==> src/mahf_pkg.sv <==
package mahf_pkg;

   localparam int unsigned DATA_W        = 32;
   localparam int unsigned ADDR_W        = 8;

   // Register indices; byte address is four times the index
   localparam logic [ADDR_W-1:0] IDX_FILTER_CTRL   = 8'h01;
   localparam logic [ADDR_W-1:0] IDX_STATION_UPPER = 8'h02;
   localparam logic [ADDR_W-1:0] IDX_STATION_LOWER = 8'h03;
   localparam logic [ADDR_W-1:0] IDX_GROUP_UPPER   = 8'h04;
   localparam logic [ADDR_W-1:0] IDX_GROUP_LOWER   = 8'h05;
   localparam logic [1:0]        WORD_LSB_ZERO     = 2'h0;

   // Reset values and the station upper write mask
   localparam logic [DATA_W-1:0] STATION_UPPER_RST = 32'h0000FFFF;
   localparam logic [DATA_W-1:0] STATION_LOWER_RST = 32'h0FFFFFFF;
   localparam logic [DATA_W-1:0] GROUP_HASH_RST    = 32'h00000000;
   localparam logic [DATA_W-1:0] STATION_UPPER_MSK = 32'h0000FFFF;
   localparam logic [DATA_W-1:0] ZERO_WORD         = 32'h00000000;

   // Filter control word fields
   localparam int unsigned CTRL_ACCEPT_ALL_BIT = 0;
   localparam int unsigned CTRL_INIT_DONE_BIT  = 8;
   localparam int unsigned CTRL_LOADED_BIT     = 9;

   // Configuration memory byte addresses of the station address
   localparam logic [7:0] CFG_FIRST_BYTE = 8'h01;
   localparam logic [7:0] CFG_LOWER_LAST = 8'h04;
   localparam logic [7:0] CFG_UPPER_LO   = 8'h05;
   localparam logic [7:0] CFG_LAST_BYTE  = 8'h06;

   // Receive side
   localparam int unsigned STATION_BYTES = 6;
   localparam int unsigned HASH_W        = 6;
   localparam logic [31:0] CRC_POLY_REFL = 32'hEDB88320;
   localparam logic [31:0] CRC_INIT      = 32'hFFFFFFFF;

   typedef enum logic [1:0] {
      LD_IDLE = 2'b00,
      LD_REQ  = 2'b01,
      LD_WAIT = 2'b10,
      LD_DONE = 2'b11
   } mahf_load_state_type;

endpackage

==> src/mahf_word_reg.sv <==
`timescale 1ns/10ps
module mahf_word_reg
   import mahf_pkg::*;
#(
   parameter logic [DATA_W-1:0] RESET_VALUE = ZERO_WORD,
   parameter logic [DATA_W-1:0] WRITE_MASK  = 32'hFFFFFFFF
)(
   // Clock and reset
   input  wire logic              pclk,
   input  wire logic              presetn,
   // Write port with byte enables
   input  wire logic              wr_en,
   input  wire logic [3:0]        wr_be,
   input  wire logic [DATA_W-1:0] wr_data,
   // Stored value
   output logic      [DATA_W-1:0] value_r
);

   logic [DATA_W-1:0] be_mask;
   logic [DATA_W-1:0] value_nxt;

   assign be_mask   = {{8{wr_be[3]}}, {8{wr_be[2]}}, {8{wr_be[1]}}, {8{wr_be[0]}}} & WRITE_MASK;
   assign value_nxt = wr_en ? ((value_r & ~be_mask) | (wr_data & be_mask)) : value_r;

   always_ff @(posedge pclk or negedge presetn) begin
      if (!presetn) begin
         value_r <= RESET_VALUE;
      end else begin
         value_r <= value_nxt;
      end
   end

endmodule

==> src/mahf_crc_hash.sv <==
`timescale 1ns/10ps
module mahf_crc_hash
   import mahf_pkg::*;
(
   // Clock and reset
   input  wire logic              pclk,
   input  wire logic              presetn,
   // Byte stream
   input  wire logic              start,
   input  wire logic              byte_en,
   input  wire logic [7:0]        byte_in,
   // Running CRC and its hash index
   output logic      [31:0]       crc_r,
   output logic      [HASH_W-1:0] hash_idx
);

   logic [31:0] crc_seed;
   logic [31:0] crc_nxt;

   // Reflected CRC-32, least significant bit of each byte first
   function automatic logic [31:0] crc_step(input logic [31:0] c, input logic [7:0] d);
      logic [31:0] r;
      r = c;
      for (int i = 0; i < 8; i++) begin
         r = (r[0] ^ d[i]) ? ((r >> 1) ^ CRC_POLY_REFL) : (r >> 1);
      end
      return r;
   endfunction

   assign crc_seed = start ? CRC_INIT : crc_r;
   assign crc_nxt  = byte_en ? crc_step(crc_seed, byte_in) : crc_r;
   assign hash_idx = crc_r[31:32-HASH_W]; // [RULE16]

   always_ff @(posedge pclk or negedge presetn) begin
      if (!presetn) begin
         crc_r <= CRC_INIT;
      end else begin
         crc_r <= crc_nxt;
      end
   end

endmodule

==> src/mahf_filter.sv <==
// Summary of operation
// RULE1: Upper register holds address 47:32, reset 0000FFFFh.
// RULE2: Lower register holds address 31:0, printed default.
// RULE3: Load both registers from programmed memory.
// RULE4: Memory bytes 5,6 fill upper bits 7:0,15:8.
// RULE5: Memory bytes 1..4 fill lower, byte1 lowest.
// RULE6: Software treats address undefined before load.
// RULE7: Host address writes accepted only after initialization.
// RULE8: Lower bits 7:0 match first received byte.
// RULE9: Leftmost address byte goes first on line.
// RULE10: Hash top bit picks register, rest bit.
// RULE11: Index 00000 low bit0, 11111 high bit31.
// RULE12: Selected table bit one accepts, zero rejects.
// RULE13: Accept-all setting passes every multicast frame.
// RULE14: High table bits 63:32, low 31:0, read/write.
// RULE15: Both table registers reset to zero.
// RULE16: Six-bit index from CRC of destination address.
//
// Design decision made here: register access over APB.
`timescale 1ns/10ps
module mahf_filter
   import mahf_pkg::*;
(
   // APB slave
   input  wire logic              pclk,
   input  wire logic              presetn,
   input  wire logic              psel,
   input  wire logic              penable,
   input  wire logic              pwrite,
   input  wire logic [11:0]       paddr,
   input  wire logic [DATA_W-1:0] pwdata,
   output logic                   pready,
   output logic      [DATA_W-1:0] prdata,
   output logic                   pslverr,
   // Configuration memory loader
   input  wire logic              cfg_present,
   input  wire logic              cfg_rd_ack,
   input  wire logic [7:0]        cfg_rd_data,
   output logic                   cfg_rd_req,
   output logic      [7:0]        cfg_rd_addr,
   // Receive byte stream
   input  wire logic              rx_sof,
   input  wire logic              rx_valid,
   input  wire logic [7:0]        rx_data,
   // Filter decision
   output logic                   rx_decision_valid,
   output logic                   rx_group_frame,
   output logic                   rx_station_match,
   output logic                   rx_group_accept
);

   ////////////////////////////////////////////////////////////////////////////
   // APB decode

   logic              access;
   logic              wr_access;
   logic [ADDR_W-1:0] reg_idx;
   logic              hit_ctrl;
   logic              hit_upper;
   logic              hit_lower;
   logic              hit_ghi;
   logic              hit_glo;
   logic              mapped;
   logic              pready_r;
   logic              pready_nxt;
   logic [DATA_W-1:0] prdata_r;
   logic [DATA_W-1:0] rd_mux;
   logic              pslverr_r;

   assign access    = psel & penable & pready_r;
   assign wr_access = access & pwrite & mapped;
   assign reg_idx   = paddr[ADDR_W+1:2];
   assign hit_ctrl  = (reg_idx == IDX_FILTER_CTRL);
   assign hit_upper = (reg_idx == IDX_STATION_UPPER);
   assign hit_lower = (reg_idx == IDX_STATION_LOWER);
   assign hit_ghi   = (reg_idx == IDX_GROUP_UPPER);
   assign hit_glo   = (reg_idx == IDX_GROUP_LOWER);
   assign mapped    = (paddr[1:0] == WORD_LSB_ZERO) & (hit_ctrl | hit_upper | hit_lower | hit_ghi | hit_glo);
   assign pready_nxt = psel & penable & ~pready_r;

   ////////////////////////////////////////////////////////////////////////////
   // Power-on load from configuration memory

   mahf_load_state_type ld_state_r;
   mahf_load_state_type ld_state_nxt;
   logic [7:0]          ld_addr_r;
   logic [7:0]          ld_addr_nxt;
   logic                cfg_rd_req_r;
   logic                loaded_r;
   logic                init_done;
   logic                ld_byte;
   logic [3:0]          ld_be;
   logic [DATA_W-1:0]   ld_word;
   logic                ld_upper;
   logic                ld_lower;

   assign init_done = (ld_state_r == LD_DONE);
   assign ld_byte   = (ld_state_r == LD_WAIT) & cfg_rd_ack;
   assign ld_upper  = ld_byte & (ld_addr_r >= CFG_UPPER_LO); // [RULE4]
   assign ld_lower  = ld_byte & (ld_addr_r <= CFG_LOWER_LAST); // [RULE5]
   assign ld_be     = ld_upper ? (4'h1 << 2'(ld_addr_r - CFG_UPPER_LO)) // [RULE4]
                               : (4'h1 << 2'(ld_addr_r - CFG_FIRST_BYTE)); // [RULE5]
   assign ld_word   = {4{cfg_rd_data}};

   always_comb begin
      ld_state_nxt = ld_state_r;
      ld_addr_nxt  = ld_addr_r;
      unique case (ld_state_r)
         LD_IDLE: begin
            ld_addr_nxt  = CFG_FIRST_BYTE;
            ld_state_nxt = cfg_present ? LD_REQ : LD_DONE; // [RULE3]
         end
         LD_REQ: begin
            ld_state_nxt = LD_WAIT;
         end
         LD_WAIT: begin
            if (cfg_rd_ack) begin
               ld_addr_nxt  = ld_addr_r + 8'h01;
               ld_state_nxt = (ld_addr_r == CFG_LAST_BYTE) ? LD_DONE : LD_REQ;
            end
         end
         LD_DONE: begin
            ld_state_nxt = LD_DONE;
         end
      endcase
   end

   always_ff @(posedge pclk or negedge presetn) begin
      if (!presetn) begin
         ld_state_r   <= LD_IDLE;
         ld_addr_r    <= 8'h00;
         cfg_rd_req_r <= 1'b0;
         loaded_r     <= 1'b0;
      end else begin
         ld_state_r   <= ld_state_nxt;
         ld_addr_r    <= ld_addr_nxt;
         cfg_rd_req_r <= (ld_state_nxt == LD_WAIT);
         loaded_r     <= loaded_r | (ld_byte & (ld_addr_r == CFG_LAST_BYTE));
      end
   end

   ////////////////////////////////////////////////////////////////////////////
   // Registers

   logic [DATA_W-1:0] station_upper;
   logic [DATA_W-1:0] station_lower;
   logic [DATA_W-1:0] group_hash_upper;
   logic [DATA_W-1:0] group_hash_lower;
   logic              accept_all_group_frames_r;
   logic              host_addr_ok;
   logic              upper_we;
   logic              lower_we;
   logic [3:0]        upper_be;
   logic [3:0]        lower_be;
   logic [DATA_W-1:0] upper_wd;
   logic [DATA_W-1:0] lower_wd;
   logic [DATA_W-1:0] ctrl_word;

   assign host_addr_ok = wr_access & init_done; // [RULE7]
   assign upper_we = ld_upper | (host_addr_ok & hit_upper);
   assign lower_we = ld_lower | (host_addr_ok & hit_lower);
   assign upper_be = ld_upper ? ld_be : 4'hF;
   assign lower_be = ld_lower ? ld_be : 4'hF;
   assign upper_wd = ld_upper ? ld_word : pwdata;
   assign lower_wd = ld_lower ? ld_word : pwdata;

   mahf_word_reg #(
      .RESET_VALUE (STATION_UPPER_RST),
      .WRITE_MASK  (STATION_UPPER_MSK)
   ) u_station_upper ( // [RULE1]
      .pclk    (pclk),
      .presetn (presetn),
      .wr_en   (upper_we),
      .wr_be   (upper_be),
      .wr_data (upper_wd),
      .value_r (station_upper)
   );

   mahf_word_reg #(
      .RESET_VALUE (STATION_LOWER_RST)
   ) u_station_lower ( // [RULE2]
      .pclk    (pclk),
      .presetn (presetn),
      .wr_en   (lower_we),
      .wr_be   (lower_be),
      .wr_data (lower_wd),
      .value_r (station_lower)
   );

   mahf_word_reg #(
      .RESET_VALUE (GROUP_HASH_RST)
   ) u_group_hash_upper ( // [RULE14] [RULE15]
      .pclk    (pclk),
      .presetn (presetn),
      .wr_en   (wr_access & hit_ghi),
      .wr_be   (4'hF),
      .wr_data (pwdata),
      .value_r (group_hash_upper)
   );

   mahf_word_reg #(
      .RESET_VALUE (GROUP_HASH_RST)
   ) u_group_hash_lower ( // [RULE14] [RULE15]
      .pclk    (pclk),
      .presetn (presetn),
      .wr_en   (wr_access & hit_glo),
      .wr_be   (4'hF),
      .wr_data (pwdata),
      .value_r (group_hash_lower)
   );

   always_comb begin
      ctrl_word                      = ZERO_WORD;
      ctrl_word[CTRL_ACCEPT_ALL_BIT] = accept_all_group_frames_r;
      ctrl_word[CTRL_INIT_DONE_BIT]  = init_done;
      ctrl_word[CTRL_LOADED_BIT]     = loaded_r;
   end

   assign rd_mux = hit_ctrl  ? ctrl_word :
                   hit_upper ? station_upper :
                   hit_lower ? station_lower :
                   hit_ghi   ? group_hash_upper :
                   hit_glo   ? group_hash_lower : ZERO_WORD;

   always_ff @(posedge pclk or negedge presetn) begin
      if (!presetn) begin
         pready_r                  <= 1'b0;
         prdata_r                  <= ZERO_WORD;
         pslverr_r                 <= 1'b0;
         accept_all_group_frames_r <= 1'b0;
      end else begin
         pready_r  <= pready_nxt;
         prdata_r  <= (pready_nxt & ~pwrite & mapped) ? rd_mux : ZERO_WORD;
         pslverr_r <= pready_nxt & ~mapped;
         if (wr_access & hit_ctrl) begin
            accept_all_group_frames_r <= pwdata[CTRL_ACCEPT_ALL_BIT];
         end
      end
   end

   ////////////////////////////////////////////////////////////////////////////
   // Destination address filter

   logic [47:0]       station_addr;
   logic [2:0]        byte_cnt_r;
   logic [2:0]        byte_idx;
   logic              in_da;
   logic              da_byte;
   logic              match_r;
   logic              group_r;
   logic              decide_r;
   logic [7:0]        expect_byte;
   logic [63:0]       hash_table;
   logic [HASH_W-1:0] hash_idx;
   logic [DATA_W-1:0] hash_half;
   logic              hash_bit;
   logic              group_ok;
   logic              dec_valid_r;
   logic              dec_group_r;
   logic              dec_match_r;
   logic              dec_accept_r;

   // Lower bits 7:0 are the first byte on the wire
   assign station_addr = {station_upper[15:0], station_lower}; // [RULE8] [RULE9]
   assign byte_idx     = rx_sof ? 3'h0 : byte_cnt_r;
   assign in_da        = rx_sof | (byte_cnt_r != 3'h0);
   assign da_byte      = rx_valid & in_da;
   assign expect_byte  = station_addr[8*byte_idx +: 8]; // [RULE8]
   assign hash_table   = {group_hash_upper, group_hash_lower}; // [RULE14]
   assign hash_half    = hash_idx[HASH_W-1] ? group_hash_upper : group_hash_lower; // [RULE10]
   assign hash_bit     = hash_half[hash_idx[HASH_W-2:0]]; // [RULE10] [RULE11]
   assign group_ok     = accept_all_group_frames_r | hash_bit; // [RULE12] [RULE13]

   mahf_crc_hash u_crc_hash ( // [RULE16]
      .pclk     (pclk),
      .presetn  (presetn),
      .start    (rx_sof),
      .byte_en  (da_byte),
      .byte_in  (rx_data),
      .crc_r    (),
      .hash_idx (hash_idx)
   );

   always_ff @(posedge pclk or negedge presetn) begin
      if (!presetn) begin
         byte_cnt_r <= 3'h0;
         match_r    <= 1'b0;
         group_r    <= 1'b0;
         decide_r   <= 1'b0;
      end else begin
         decide_r <= da_byte & (byte_idx == 3'(STATION_BYTES - 1));
         if (da_byte) begin
            byte_cnt_r <= (byte_idx == 3'(STATION_BYTES - 1)) ? 3'h0 : byte_idx + 3'h1;
            match_r    <= ((byte_idx == 3'h0) | match_r) & (rx_data == expect_byte);
            group_r    <= (byte_idx == 3'h0) ? rx_data[0] : group_r;
         end
      end
   end

   always_ff @(posedge pclk or negedge presetn) begin
      if (!presetn) begin
         dec_valid_r  <= 1'b0;
         dec_group_r  <= 1'b0;
         dec_match_r  <= 1'b0;
         dec_accept_r <= 1'b0;
      end else begin
         dec_valid_r  <= decide_r;
         if (decide_r) begin
            dec_group_r  <= group_r;
            dec_match_r  <= match_r;
            dec_accept_r <= group_r & group_ok; // [RULE12]
         end
      end
   end

   ////////////////////////////////////////////////////////////////////////////
   // Outputs

   assign pready            = pready_r;
   assign prdata            = prdata_r;
   assign pslverr           = pslverr_r;
   assign cfg_rd_req        = cfg_rd_req_r;
   assign cfg_rd_addr       = ld_addr_r;
   assign rx_decision_valid = dec_valid_r;
   assign rx_group_frame    = dec_group_r;
   assign rx_station_match  = dec_match_r;
   assign rx_group_accept   = dec_accept_r;
endmodule

==> config.mk <==
export PLATFORM = sky130hd
export DESIGN_NAME = mahf_filter
export DESIGN_NICKNAME = d
export VERILOG_FILES = /design/src/mahf_pkg.sv /design/src/mahf_word_reg.sv /design/src/mahf_crc_hash.sv /design/src/mahf_filter.sv
export SDC_FILE = /design/constraint.sdc
export NUM_CORES = 1
export LEC_CHECK = 0
export BUFFER_PORTS_ARGS = -buffer_cell sky130_fd_sc_hd__buf_4
export CAP_MARGIN = 40
export CORE_MARGIN = 8
export CORE_UTILIZATION = 59
export DETAILED_ROUTE_END_ITERATION = 8
export PLACE_DENSITY = 0.8
export SLEW_MARGIN = 20
export SYNTH_ARGS = -nofsm -noshare
export SYNTH_HDL_FRONTEND = slang
export SYNTH_SLANG_ARGS = --single-unit
==> constraint.sdc <==
create_clock -name pclk -period 3.02 [get_ports pclk]
set_input_delay 0.302 -clock pclk [delete_from_list [all_inputs] [get_ports pclk]]
set_output_delay 0.302 -clock pclk [all_outputs]
set_load 0.05 [all_outputs]
After elaboration in Yosys (flattened, before gate mapping)
Index checks and enable logic that the tools add are counted.
- register bits after elaboration: 217
- input port bits: 69
- output and inout port bits: 47
- logic and storage cells: 142
- add/sub/neg operators: 4
- magnitude comparators: 3
- equality and inequality tests: 13
- shift-type cells: 3
- mux-type cells: 31
- bitwise operators: 60
- reductions and logical operators: 7
- operators by type and width (kind ; number):
    two-way mux 32 bit ; 18
    NOT 13 -> 14 bit ; 8
    bitwise AND 32 bit ; 3
    OR 32 bit ; 2
    indexed part select 48 x 7 -> 8 bit ; 1
    bitwise AND 32 x 16 -> 32 bit ; 1
    NOT 16 -> 32 bit ; 1
    NOT 32 bit ; 1
    equality test 8 x 3 -> 1 bit, second input constant ; 3
    bitwise AND 1 bit ; 23
    equality test 8 x 2 -> 1 bit, second input constant ; 2
    case mux 8 bit (2 select lines) ; 1
    OR 1 bit ; 10
    adder 8 x 1 -> 8 bit, second input constant ; 1
    equality test 8 x 1 -> 1 bit, second input constant ; 1
    equality test 8 bit ; 1
    >= comparator 8 x 3 -> 1 bit, second input constant ; 1
    <= comparator 8 x 3 -> 1 bit, second input constant ; 1
    two-way mux 2 bit ; 4
    two-way mux 4 bit ; 2
    two-way mux 8 bit ; 1
    case mux 2 bit (4 select lines) ; 1
    left shift 1 x 2 -> 4 bit, first input constant ; 2
    bitwise XOR 1 bit ; 8
    16 further kinds ; 24

Depth between registers and ports, before layout
Gate-level depths: netlist (run 1).
- word-level depth: 17
- mapped depth: 10
- mapped depth without buffers: 9

By module
Synthesis (run 1) repeated with hierarchy kept, for this count alone.
- cell total of the unflattened synthesis: 1049
- area, all modules: 11402.2 µm²
- by module, submodules not included (module ; instances ; cells each ; area an instance (µm²) ; sequential area each (µm²)):
    mahf_filter ; 1 ; 559 ; 4734.5 ; 1426.4
    mahf_word_reg (u_group_hash_lower ...) ; 2 ; 68 ; 1186.1 ; 800.8
    mahf_crc_hash ; 1 ; 235 ; 2337.2 ; 840.8
    mahf_word_reg (u_station_lower) ; 1 ; 68 ; 1221.2 ; 835.8
    mahf_word_reg (u_station_upper) ; 1 ; 51 ; 737.0 ; 420.4

Worst setup path after synthesis (run 1)
No wires, ideal clock.
- path kind: register to register
- start: register u_crc_hash.crc_r[31]
- end: register dec_accept_r (netlist: rx_group_accept)
- library setup time: 0.130 ns
- arrival time: 2.185 ns
- data required time: 2.890 ns
- slack: 0.705 ns
- stages on the path, launching flop included: 8
- buffers on the path: 1
- period minus slack after synthesis: 2.315 ns
- path through: dfstp_2 > buf_2 > mux4_2 > mux4_2 > mux2i_1 > nor3_1 > a311oi_1 > o21ai_1
- longest elaborated chain between the ends: 5
- RTL lines (element ; RTL line ; text):
    start, declared ; mahf_crc_hash.sv:13 ; output logic [31:0] crc_r,
    start signal, assigned ; mahf_crc_hash.sv:38 ; crc_r <= crc_nxt;
    two-way mux 32 bit ; mahf_filter.sv:270 ; assign hash_half = hash_idx[HASH_W-1] ? group_hash_upper : group_hash_lower;
    binary-select mux 1 bit (select 5 bit) ; mahf_filter.sv:271 ; assign hash_bit = hash_half[hash_idx[HASH_W-2:0]];
    two-way mux 1 bit (not written as such) ; mahf_filter.sv:271 ;
    OR 1 bit ; mahf_filter.sv:272 ; assign group_ok = accept_all_group_frames_r | hash_bit;
    bitwise AND 1 bit ; mahf_filter.sv:311 ; dec_accept_r <= group_r & group_ok;
    end signal, assigned ; mahf_filter.sv:311 ;
    end, declared ; mahf_filter.sv:261 ; logic dec_accept_r;
Every way passes these cells. The select of a mux whose other input is x is not followed.
A chain may end at the register's enable or synchronous reset.

Final worst setup path (run 1)
Ends and elaborated chain as after synthesis.

==> impl_results.md, run 1 <==
- Status: finished, final reports clean
- Synth Register Bits: 201
- CP top delay family: multiplexers
- First-pass GRT wire length: 47.1 mm
- MaxCap Viol Count: 0
- Detailed Place HPWL: 20.1 mm
- NetSw: 2.69 mW
- Final nets: 1168
- Final Hold Fails: 0
- Syn Nets: 1071
- Die X: 150 um
- Filler cell count: 1272
- Final Util: 69.7%
- Setup TNS: 0 ns
- Mapped cell area: 10600 um2
- Synth warnings: 0
- Layout Cell Area excl Fill: 12400 um2
- CP endpoint kind: flip-flop
- Cell variety after synth: 71
- Clock Tree Buf Depth: 3
- Final Max Slew Viols: 0
- Placed cell areas: 11700 um2
- Startpoint types: flip-flop
- Clk pwr share: 31.5%
- Hold slack: 0.0458 ns
- Setup violators final: 0
- Final setup margin: 0.302 ns
- Final worst path period need: 2.72 ns
- Cell taking the most area after synthesis: dfrtp_1
- TritonCTS Buffers: 22
- Tot Pwr: 8.68 mW
- Die height: 150 um
- GPL Wtd Cong: 0.930
- Setup WS pre-CTS: 0.331 ns
- Routed vias: 8418
- Slew @ Worst Pin: 0.851 ns
- Post-CTS Resized: 0
- Flop pwr share: 39.5%
- Crit path largest cell delay: 0.69 ns
- Routed length per placed instance: 22.0 um
- Final period util: 90.0%
- Layout cells sized above 1: 33.4%
- Core area: 17800 um2
- Ant diodes: 0
- Top post-synthesis cells by area: dfrtp_1 (29%), dfstp_2 (19%), mux2_2 (7.2%), nand2_1 (5.1%), xnor2_1 (4.8%)
- Internal Dissipation: 5.99 mW
- CTS tree: yes
- Crit path max fanout: 7
- Mapped Cells: 995
- Area grow syn2layout: 17.1%
- PortBufs: 113
- Drt drc: 0
- Inst Count DP: 1295
- 1st-pass router iterations: 6
- Ys async rst share: 100%
- CP required: 3.39 ns
- Die area: 22500 um2
- Mean post-synth cell area: 10.7 um2
- Peak Freq: 368 MHz
- Gr usage total: 26.5%
- Worst skew pair latency: 0.51 ns
- Largest net degree at the start of global routing: 73
- Vias in the first global route: 8525
- Initial antenna violation count: 0
- Net Sw Frac: 31.0%
- Post-synthesis sequential area ratio: 48.3%
- Violation count after the first detailed-route iteration: 897
- Relative slew slack: 43.3%
- Synth top area share: 29.5%
- Slowest cell on crit path: dfstp_2
- Std cell rows: 49
- Clock skew: 0.0139 ns
- Comb pwr share: 29.0%
- Critical path cell sequence: buf_4, mux4_2, mux4_2, mux2i_1, nor3_1, a311oi_1, o21ai_1
- CTS root buf: clkbuf_16
- Number of vias per cell: 6.30
- IO Pins: 116
- Clock sinks: 201
- CP bufs+invs: 1
- Overflow after GRT: 0
- Critical Path AT: 3.09 ns
- Leakage: 5.55 nW
- Cell Count, Final, Fillers Out: 1336
- RSZ-0062 raised after global routing: no
- HP Class: in -> reg
- Htree depth: 1
- Crit Path Class: reg -> reg
- Post-route ant nets: 0
- Pwr/cell area: 698 nW/um2
- Most frequent CP cell: mux4_2
- Worst vdd ir: 658 uV
- Main synth FF type: dfrtp_1
- Initial core utilization: 59.5%
- Routed WL: 29.4 mm
- Post-synth EDFFs: 0
- Clock slew seen by the registers of the worst setup and hold paths: 0.06 ns
-- cell usage after synthesis, drive strengths merged (7+ instances only) --
cell type and instances:
mux2 68, mux2i 20, nand2 144, nor2 110
inv 17, nor3 7, xnor2 69, a222oi 27
a22oi 36, dfstp 76, mux4 18, xor2 15
ha 7, nand2b 7, buf 37, o21ai 58
o22ai 23, a21oi 24, clkbuf 28, dfrtp 125
-- cells by family (layout without fill, tap and decap cells) --
group | Yosys count | after routing | share of synthesized area [%]
simple gates | 313 | 313 | 13.3
compound gates | 202 | 202 | 13.1
flops | 201 | 201 | 48.3
mux | 106 | 106 | 12.9
xor+xnor | 84 | 84 | 8.09
buf+inv | 82 | 194 | 3.49
fa+ha+maj | 7 | 7 | 0.825
-- area by class of cell --
| class | count | area (um2) | share of cell area [%] |
|---|---|---|---|
| multi-input cells | 712 | 5140 | 41.3 |
| flip-flops and latches | 201 | 5120 | 41.2 |
| repair buffers | 138 | 1070 | 8.62 |
| clock buffers | 34 | 697 | 5.60 |
| well taps | 229 | 287 | 2.30 |
| inverters | 17 | 63.8 | 0.513 |
| clock inverters | 5 | 52.6 | 0.423 |
-- worst register-to-register path: stages (launching register included) --
cell and delay [ns]:
dfstp_2 0.69, buf_4 0.25, mux4_2 0.55, mux4_2 0.46, mux2i_1 0.22, nor3_1 0.07
a311oi_1 0.25, o21ai_1 0.10
-- final timing paths --
check / cells after the start / endpoint / slack, ns / startpoint
worst max-delay path: 7 / rx_group_accept / 0.30 / u_crc_hash.crc_r[31]
worst min-delay path: 2 / byte_cnt_r[1] / 0.05 / rx_valid
worst max register to register: 7 / rx_group_accept / 0.30 / u_crc_hash.crc_r[31]
worst min register to register: 2 / u_crc_hash.crc_r[23] / 0.46 / u_crc_hash.crc_r[23]
max in group asynchronous: 3 / async pin / 1.84 / presetn
min in group asynchronous: 2 / rx_station_match / 0.37 / presetn
-- power groups by stage --
stage	Clock, mW	Sequential (mW)	Combinational, mW
2_1_floorplan	0	3.32	2.01
3_3_place_gp	0	3.46	2.45
3_5_place_dp	0	3.47	2.51
4_1_cts	2.78	3.43	2.53
5_1_grt	2.89	3.47	2.75
6_report	2.73	3.43	2.51
-- metal layers --
metal	GRT usage (%)	up-vias	routed length [um]	part of all wire, %
li1	-	3746	-	-
met1	35.4	4154	11800	40
met2	42.3	447	14100	48
met3	5.32	71	2650	9.0
met4	9.35	0	892	3.0
met5	0	-	0	0
-- timing repair --
action | 4_1_cts | 5_1_grt
hold endpoints to repair | 48 | 0
hold buffers | 2 | 0
setup buffers | 0 | 0
-- layout by cell type, fill, tap and decap left out, types with 6 or more instances in the layout --
cell	instances
nand2b_1	7
inv_1	17
and2_1	6
xnor2_2	8
nand2_1	144
mux2i_1	20
xnor2_1	58
clkbuf_16	23
dfstp_2	76
a222oi_1	27
clkbuf_8	9
xor2_1	14
a22oi_1	36
ha_1	7
mux4_2	18
o21ai_1	8
nor2_2	14
o21ai_0	50
dfrtp_1	125
nor2_1	96
nor3_1	6
mux2_2	68
a21oi_1	24
o22ai_1	23
buf_4	133
Power figures use the tool's default switching activity.
==> inputs of run 2 (changes only) <==
- CORE_UTILIZATION: 59 -> 64
- CTS_CLUSTER_DIAMETER: unset -> 50
- MAX_ROUTING_LAYER: unset -> met4
- PLACE_DENSITY: 0.8 -> 0.86
- clock period: 3.02 -> 3.4 ns (I/O delays scaled with it)
==> impl_results.md, run 2 (synthesis results as in run 1) <==
- Final Hold Fails: 0 (unchanged)
- Clock slew seen by the registers of the worst setup and hold paths: 0.06 ns (about the same)
- Die height: 145 um (was 150 um)
- Setup Fix Bufs, Post-CTS: 0 (unchanged)
- Setup violators final: 0 (unchanged)
- Placed cell areas: 11600 um2 (was 11700 um2)
- CP Depth: 7 (unchanged)
- Clock Tree Buf Depth: 3 (unchanged)
- Gr usage total: 29.1% (was 26.5%)
- Crit Path Class: reg -> reg (unchanged)
- Detailed Place HPWL: 19.9 mm (was 20.1 mm)
- Path depth of the worst reg2reg path: 7 (unchanged)
- Final Max Slew Viols: 0 (unchanged)
- Startpoint types: flip-flop (unchanged)
- RSZ-0062 raised after global routing: no (unchanged)
- Initial core utilization: 64.7% (was 59.5%)
- Commonest non-fill, non-tap cell in the layout: nand2_1 (unchanged)
- FF+latch area: 5120 um2 (unchanged)
- Status: finished, final reports clean (unchanged)
- Final period util: 79.4% (was 90.0%)
- Die area: 21000 um2 (was 22500 um2)
- IO Pins: 116 (unchanged)
- Std cell rows: 47 (was 49)
- Crit path max fanout: 8 (was 7)
- Drt drc: 0 (unchanged)
- Htree depth: 1 (unchanged)
- Routed WL: 29.4 mm (about the same)
- CP bufs+invs: 1 (unchanged)
- PortBufs: 113 (unchanged)
- Core area: 16400 um2 (was 17800 um2)
- Crit path largest cell delay: 0.70 ns (was 0.69 ns)
- Area grow syn2layout: 17.0% (was 17.1%)
- Peak Freq: 370 MHz (was 368 MHz)
- Cell Count, Final, Fillers Out: 1325 (was 1336)
- MaxCap Viol Count: 0 (unchanged)
- Clock skew: 0.0292 ns (was 0.0139 ns)
- Slowest cell on crit path: dfstp_2 (unchanged)
- Layout cells sized above 1: 32.9% (was 33.4%)
- Critical Path AT: 3.07 ns (was 3.09 ns)
- Die X: 145 um (was 150 um)
- Final nets: 1164 (was 1168)
- Violation count after the first detailed-route iteration: 1181 (was 897)
- Ant diodes: 0 (unchanged)
- Layout Cell Area excl Fill: 12400 um2 (about the same)
- Pwr/cell area: 630 nW/um2 (was 698 nW/um2)
- GPL Wtd Cong: 0.957 (was 0.930)
- Post-route ant nets: 0 (unchanged)
- Number of vias per cell: 6.45 (was 6.30)
- Worst vdd ir: 526 uV (was 658 uV)
- Largest net degree at the start of global routing: 112 (was 73)
- CP endpoint kind: flip-flop (unchanged)
- Most frequent cells in the layout: nand2_1 (144), buf_4 (127), dfrtp_1 (125), nor2_1 (96), dfstp_2 (76) (was nand2_1 (144), buf_4 (133), dfrtp_1 (125), nor2_1 (96), dfstp_2 (76))
- Worst skew pair latency: 0.52 ns (was 0.51 ns)
- Initial antenna violation count: 0 (unchanged)
- Final worst path period need: 2.70 ns (was 2.72 ns)
- Routed vias: 8547 (was 8418)
- CP required: 3.77 ns (was 3.39 ns)
- Critical path cell sequence: buf_4, mux4_2, mux4_2, mux2i_1, nor3_1, a311oi_1, o21ai_1 (unchanged)
- 1st-pass router iterations: 9 (was 6)
- Leakage: 5.54 nW (was 5.55 nW)
- CTS tree: yes (unchanged)
- HP Class: in -> reg (unchanged)
- CP top delay family: multiplexers (unchanged)
- Tot Pwr: 7.82 mW (was 8.68 mW)
- Clock sinks: 201 (unchanged)
- First-pass GRT wire length: 46.2 mm (was 47.1 mm)
- Most frequent CP cell: mux4_2 (unchanged)
- Relative slew slack: 47.6% (was 43.3%)
- Routed length per placed instance: 22.2 um (was 22.0 um)
- Worst Hold Depth: 3 (was 2)
- Inst Count DP: 1281 (was 1295)
- Final Util: 75.7% (was 69.7%)
- Slew @ Worst Pin: 0.786 ns (was 0.851 ns)
- Overflow after GRT: 0 (unchanged)
- CTS root buf: clkbuf_16 (unchanged)
- TritonCTS Buffers: 23 (was 22)
- Vias in the first global route: 8656 (was 8525)
- Filler cell count: 1056 (was 1272)
- Multi-input gate area: 5140 um2 (unchanged)
- Setup TNS: 0 ns (unchanged)
## run 2: tightest hold or removal path, cell delays in order
cell and delay [ns]:
buf_4 0.09, a22oi_1 0.06, nand2_1 0.06
## run 2: timing repair
item                      in CTS  in global routing
hold endpoints to repair      30                  0
resized for setup              0                  0
hold buffers                   2                  0
## run 2: layout make-up
type,instances,share of cell area (%)
Sequential cell,201,41.2
Clock inverter,8,0.987
Clock buffer,34,5.29
Timing Repair Buffer,133,8.39
Inverter,17,0.514
Multi-Input combinational cell,712,41.4
Tap cell,220,2.22
## run 2: per-layer routing
layer / GRT usage, % / part of all wire (%)
met5: - / 0
met4: 12.8 / 5.0
met3: 6.23 / 11
met2: 44.7 / 46
met1: 36.9 / 39
## run 2: power breakdown
group	leakage (nW)	switching (mW)	internal, mW
clock network	0.383	0.972	1.57
registers	2.51	0.297	2.76
logic	2.64	1.17	1.06
total	5.54	2.44	5.39
## run 2: per-stage QoR
step	hold slack [ns]	setup WS (ns)
2_1_floorplan	0.0444	1.08
3_3_place_gp	0.280	0.712
5_1_grt	0.0709	0.566
6_report	0.0669	0.700
4_1_cts	0.0611	0.719
3_5_place_dp	0.282	0.734
## run 2: final timing paths
| kind | start | to | slack, ns |
|---|---|---|---|
| setup reg to reg | u_crc_hash.crc_r[31] | rx_group_accept | 0.70 |
| hold / removal | pwdata[30] | flip-flop | 0.07 |
| max in group asynchronous | presetn | byte_cnt_r[1] | 2.12 |
| hold reg to reg | u_crc_hash.crc_r[15] | u_crc_hash.crc_r[15] | 0.46 |
| min in group asynchronous | presetn | cfg_rd_addr[6] | 0.28 |
| setup / recovery | u_crc_hash.crc_r[31] | rx_group_accept | 0.70 |
==> inputs of run 3 (changes only) <==
- CORE_UTILIZATION: 64 -> 54
- PLACE_DENSITY: 0.86 -> 0.77
- clock period: 3.4 -> 2.3 ns (I/O delays scaled with it)
==> impl_results.md, run 3 (synthesis results as in run 1) <==
- Setup violators final: 1 (was 0)
- Clock slew seen by the registers of the worst setup and hold paths: 0.06 ns (about the same)
- Hold slack: 0.00829 ns (was 0.0669 ns)
- Clock skew: 0.0176 ns (was 0.0292 ns)
- Area grow syn2layout: 25.9% (was 17.0%)
- Ant diodes: 0 (unchanged)
- CTS root buf: clkbuf_16 (unchanged)
- GPL Wtd Cong: 0.953 (was 0.957)
- Peak Freq: 417 MHz (was 370 MHz)
- CTS tree: yes (unchanged)
- Layout cells sized above 1: 35.8% (was 32.9%)
- Vias in the first global route: 8991 (was 8656)
- Routed length per placed instance: 21.5 um (was 22.2 um)
- Routed vias: 8750 (was 8547)
- IO Pins: 116 (unchanged)
- Routing usage on met3: 5.21% (was 6.23%)
- Routed WL: 31.2 mm (was 29.4 mm)
- RSZ-0062 raised after global routing: yes (was no)
- Worst vdd ir: 635 uV (was 526 uV)
- Detailed Place HPWL: 21.8 mm (was 19.9 mm)
- 1st-pass router iterations: 6 (was 9)
- Leakage: 5.97 nW (was 5.54 nW)
- Cell Count, Final, Fillers Out: 1451 (was 1325)
- Met2 Usage GRT: 41.9% (was 44.7%)
- Inst Count DP: 1375 (was 1281)
- Failing checks: setup timing
- PortBufs: 113 (unchanged)
- Die height: 156 um (was 145 um)
- Clock Tree Buf Depth: 3 (unchanged)
- Commonest non-fill, non-tap cell in the layout: buf_4 (was nand2_1)
- Std cell rows: 51 (was 47)
- Final period util: 104% (was 79.4%)
- Htree depth: 1 (unchanged)
- Number of vias per cell: 6.03 (was 6.45)
- Tot Pwr: 12.3 mW (was 7.82 mW)
- Startpoint types: flip-flop (unchanged)
- Overflow after GRT: 0 (unchanged)
- Global Route met1 Usage: 33.8% (was 36.9%)
- Filler cell count: 1421 (was 1056)
- CP required: 2.69 ns (was 3.77 ns)
- Core area: 19400 um2 (was 16400 um2)
- Pwr/cell area: 921 nW/um2 (was 630 nW/um2)
- Die area: 24400 um2 (was 21000 um2)
- Crit path max fanout: 6 (was 8)
- Violation count after the first detailed-route iteration: 903 (was 1181)
- Initial core utilization: 54.7% (was 64.7%)
- Slew @ Worst Pin: 0.663 ns (was 0.786 ns)
- Final worst path period need: 2.40 ns (was 2.70 ns)
- Final nets: 1244 (was 1164)
- Worst skew pair latency: 0.52 ns (about the same)
- Setup WS pre-CTS: -0.118 ns (was 0.734 ns)
- Drt drc: 0 (unchanged)
- MaxCap Viol Count: 0 (unchanged)
- Clock sinks: 201 (unchanged)
- Relative slew slack: 55.6% (was 47.6%)
- Busiest layer in global routing: met2 (unchanged)
- Status: finished, violations left (was finished, final reports clean)
- Final Max Slew Viols: 0 (unchanged)
- Critical Path AT: 2.79 ns (was 3.07 ns)
- Initial antenna violation count: 0 (unchanged)
- CP endpoint kind: flip-flop (unchanged)
- Final Hold Fails: 0 (unchanged)
- Gr usage total: 26.5% (was 29.1%)
- TritonCTS Buffers: 24 (was 23)
- Final setup margin: -0.0965 ns (was 0.700 ns)
- Post-route ant nets: 0 (unchanged)
- HP Class: in -> reg (unchanged)
- Most frequent cells in the layout: buf_4 (168), nand2_1 (144), dfrtp_1 (124), nor2_1 (96), dfstp_2 (76) (was nand2_1 (144), buf_4 (127), dfrtp_1 (125), nor2_1 (96), dfstp_2 (76))
- First-pass GRT wire length: 49.6 mm (was 46.2 mm)
- Crit Path Class: reg -> reg (unchanged)
- Largest net degree at the start of global routing: 77 (was 112)
- Die X: 156 um (was 145 um)
run 3: changes by cell type in the layout (fill, tap and decap cells not counted), moves of 2 or more:
cell	change
buf_4	+41
buf_12	+10
clkbuf_16	+2
dlygate4sd3_1	+29
clkbuf_1	-3
clkinvlp_4	+2
run 3: layout make-up:
| class | instances | area, um2 | area share [%] |
|---|---|---|---|
| tap | 265 | 332 | 2.48 |
| clock inverter | 12 | 175 | 1.31 |
| sequential | 201 | 5130 | 38.3 |
| inverter | 17 | 63.8 | 0.477 |
| multi-input combinational | 712 | 5170 | 38.6 |
| timing repair buffer | 212 | 1830 | 13.7 |
| clock buffer | 32 | 682 | 5.10 |
run 3: path summary, 6_finish.rpt:
| kind | startpoint | endpoint | slack [ns] | cells past startpoint |
|---|---|---|---|---|
| max in group asynchronous | presetn | u_crc_hash.crc_r[8] | 1.42 | 3 |
| min | pwdata[7] | u_group_hash_upper.value_r[7] | 0.008 | 2 |
| min in group asynchronous | presetn | cfg_rd_addr[6] | 0.17 | 2 |
| min reg2reg | u_crc_hash.crc_r[20] | u_crc_hash.crc_r[20] | 0.46 | 2 |
| max reg2reg | u_crc_hash.crc_r[31] | rx_group_accept | -0.1 | 7 |
| max | u_crc_hash.crc_r[31] | rx_group_accept | -0.1 | 7 |
run 3: timing repair:
| item | CTS | global route |
|---|---|---|
| pin swaps | 1 | 0 |
| gates resized for setup | 0 | 6 |
| setup endpoints to repair | 1 | 16 |
| hold buffers | 31 | 0 |
| buffers inserted | 1 | 0 |
| hold endpoints to repair | 201 | 0 |
run 3: routing by layer:
layer  part of all wire, %  vias to the layer above
li1                      -                     3907
met1                    39                     4305
met2                    48                      455
met3                   9.6                       83
met4                   3.1                        0
met5                     0                        -
run 3: where the power goes:
group          switching (mW)  internal (mW)  leakage (nW)
Clock                    1.53           2.54         0.417
Sequential              0.324           4.08          2.51
Combinational            1.92           1.92          3.04
Total                    3.77           8.54          5.97
run 3: metrics by stage:
step                      TNS [ns]  util [%]  cell area (um2)
after global routing        -0.202      68.9            13400
after global placement     -0.0717      62.7            12200
final                      -0.0965      68.9            13400
after floorplan                  0         -            10600
after detailed placement    -0.118      62.7            12200
after CTS                  -0.0928      68.8            13300
run 3: worst max-delay path, stage by stage (launching register included):
cell	delay, ns
dfstp_2	0.58
buf_12	0.13
mux4_2	0.50
mux4_2	0.51
mux2i_1	0.16
nor3_1	0.07
a311oi_1	0.22
o21ai_1	0.10
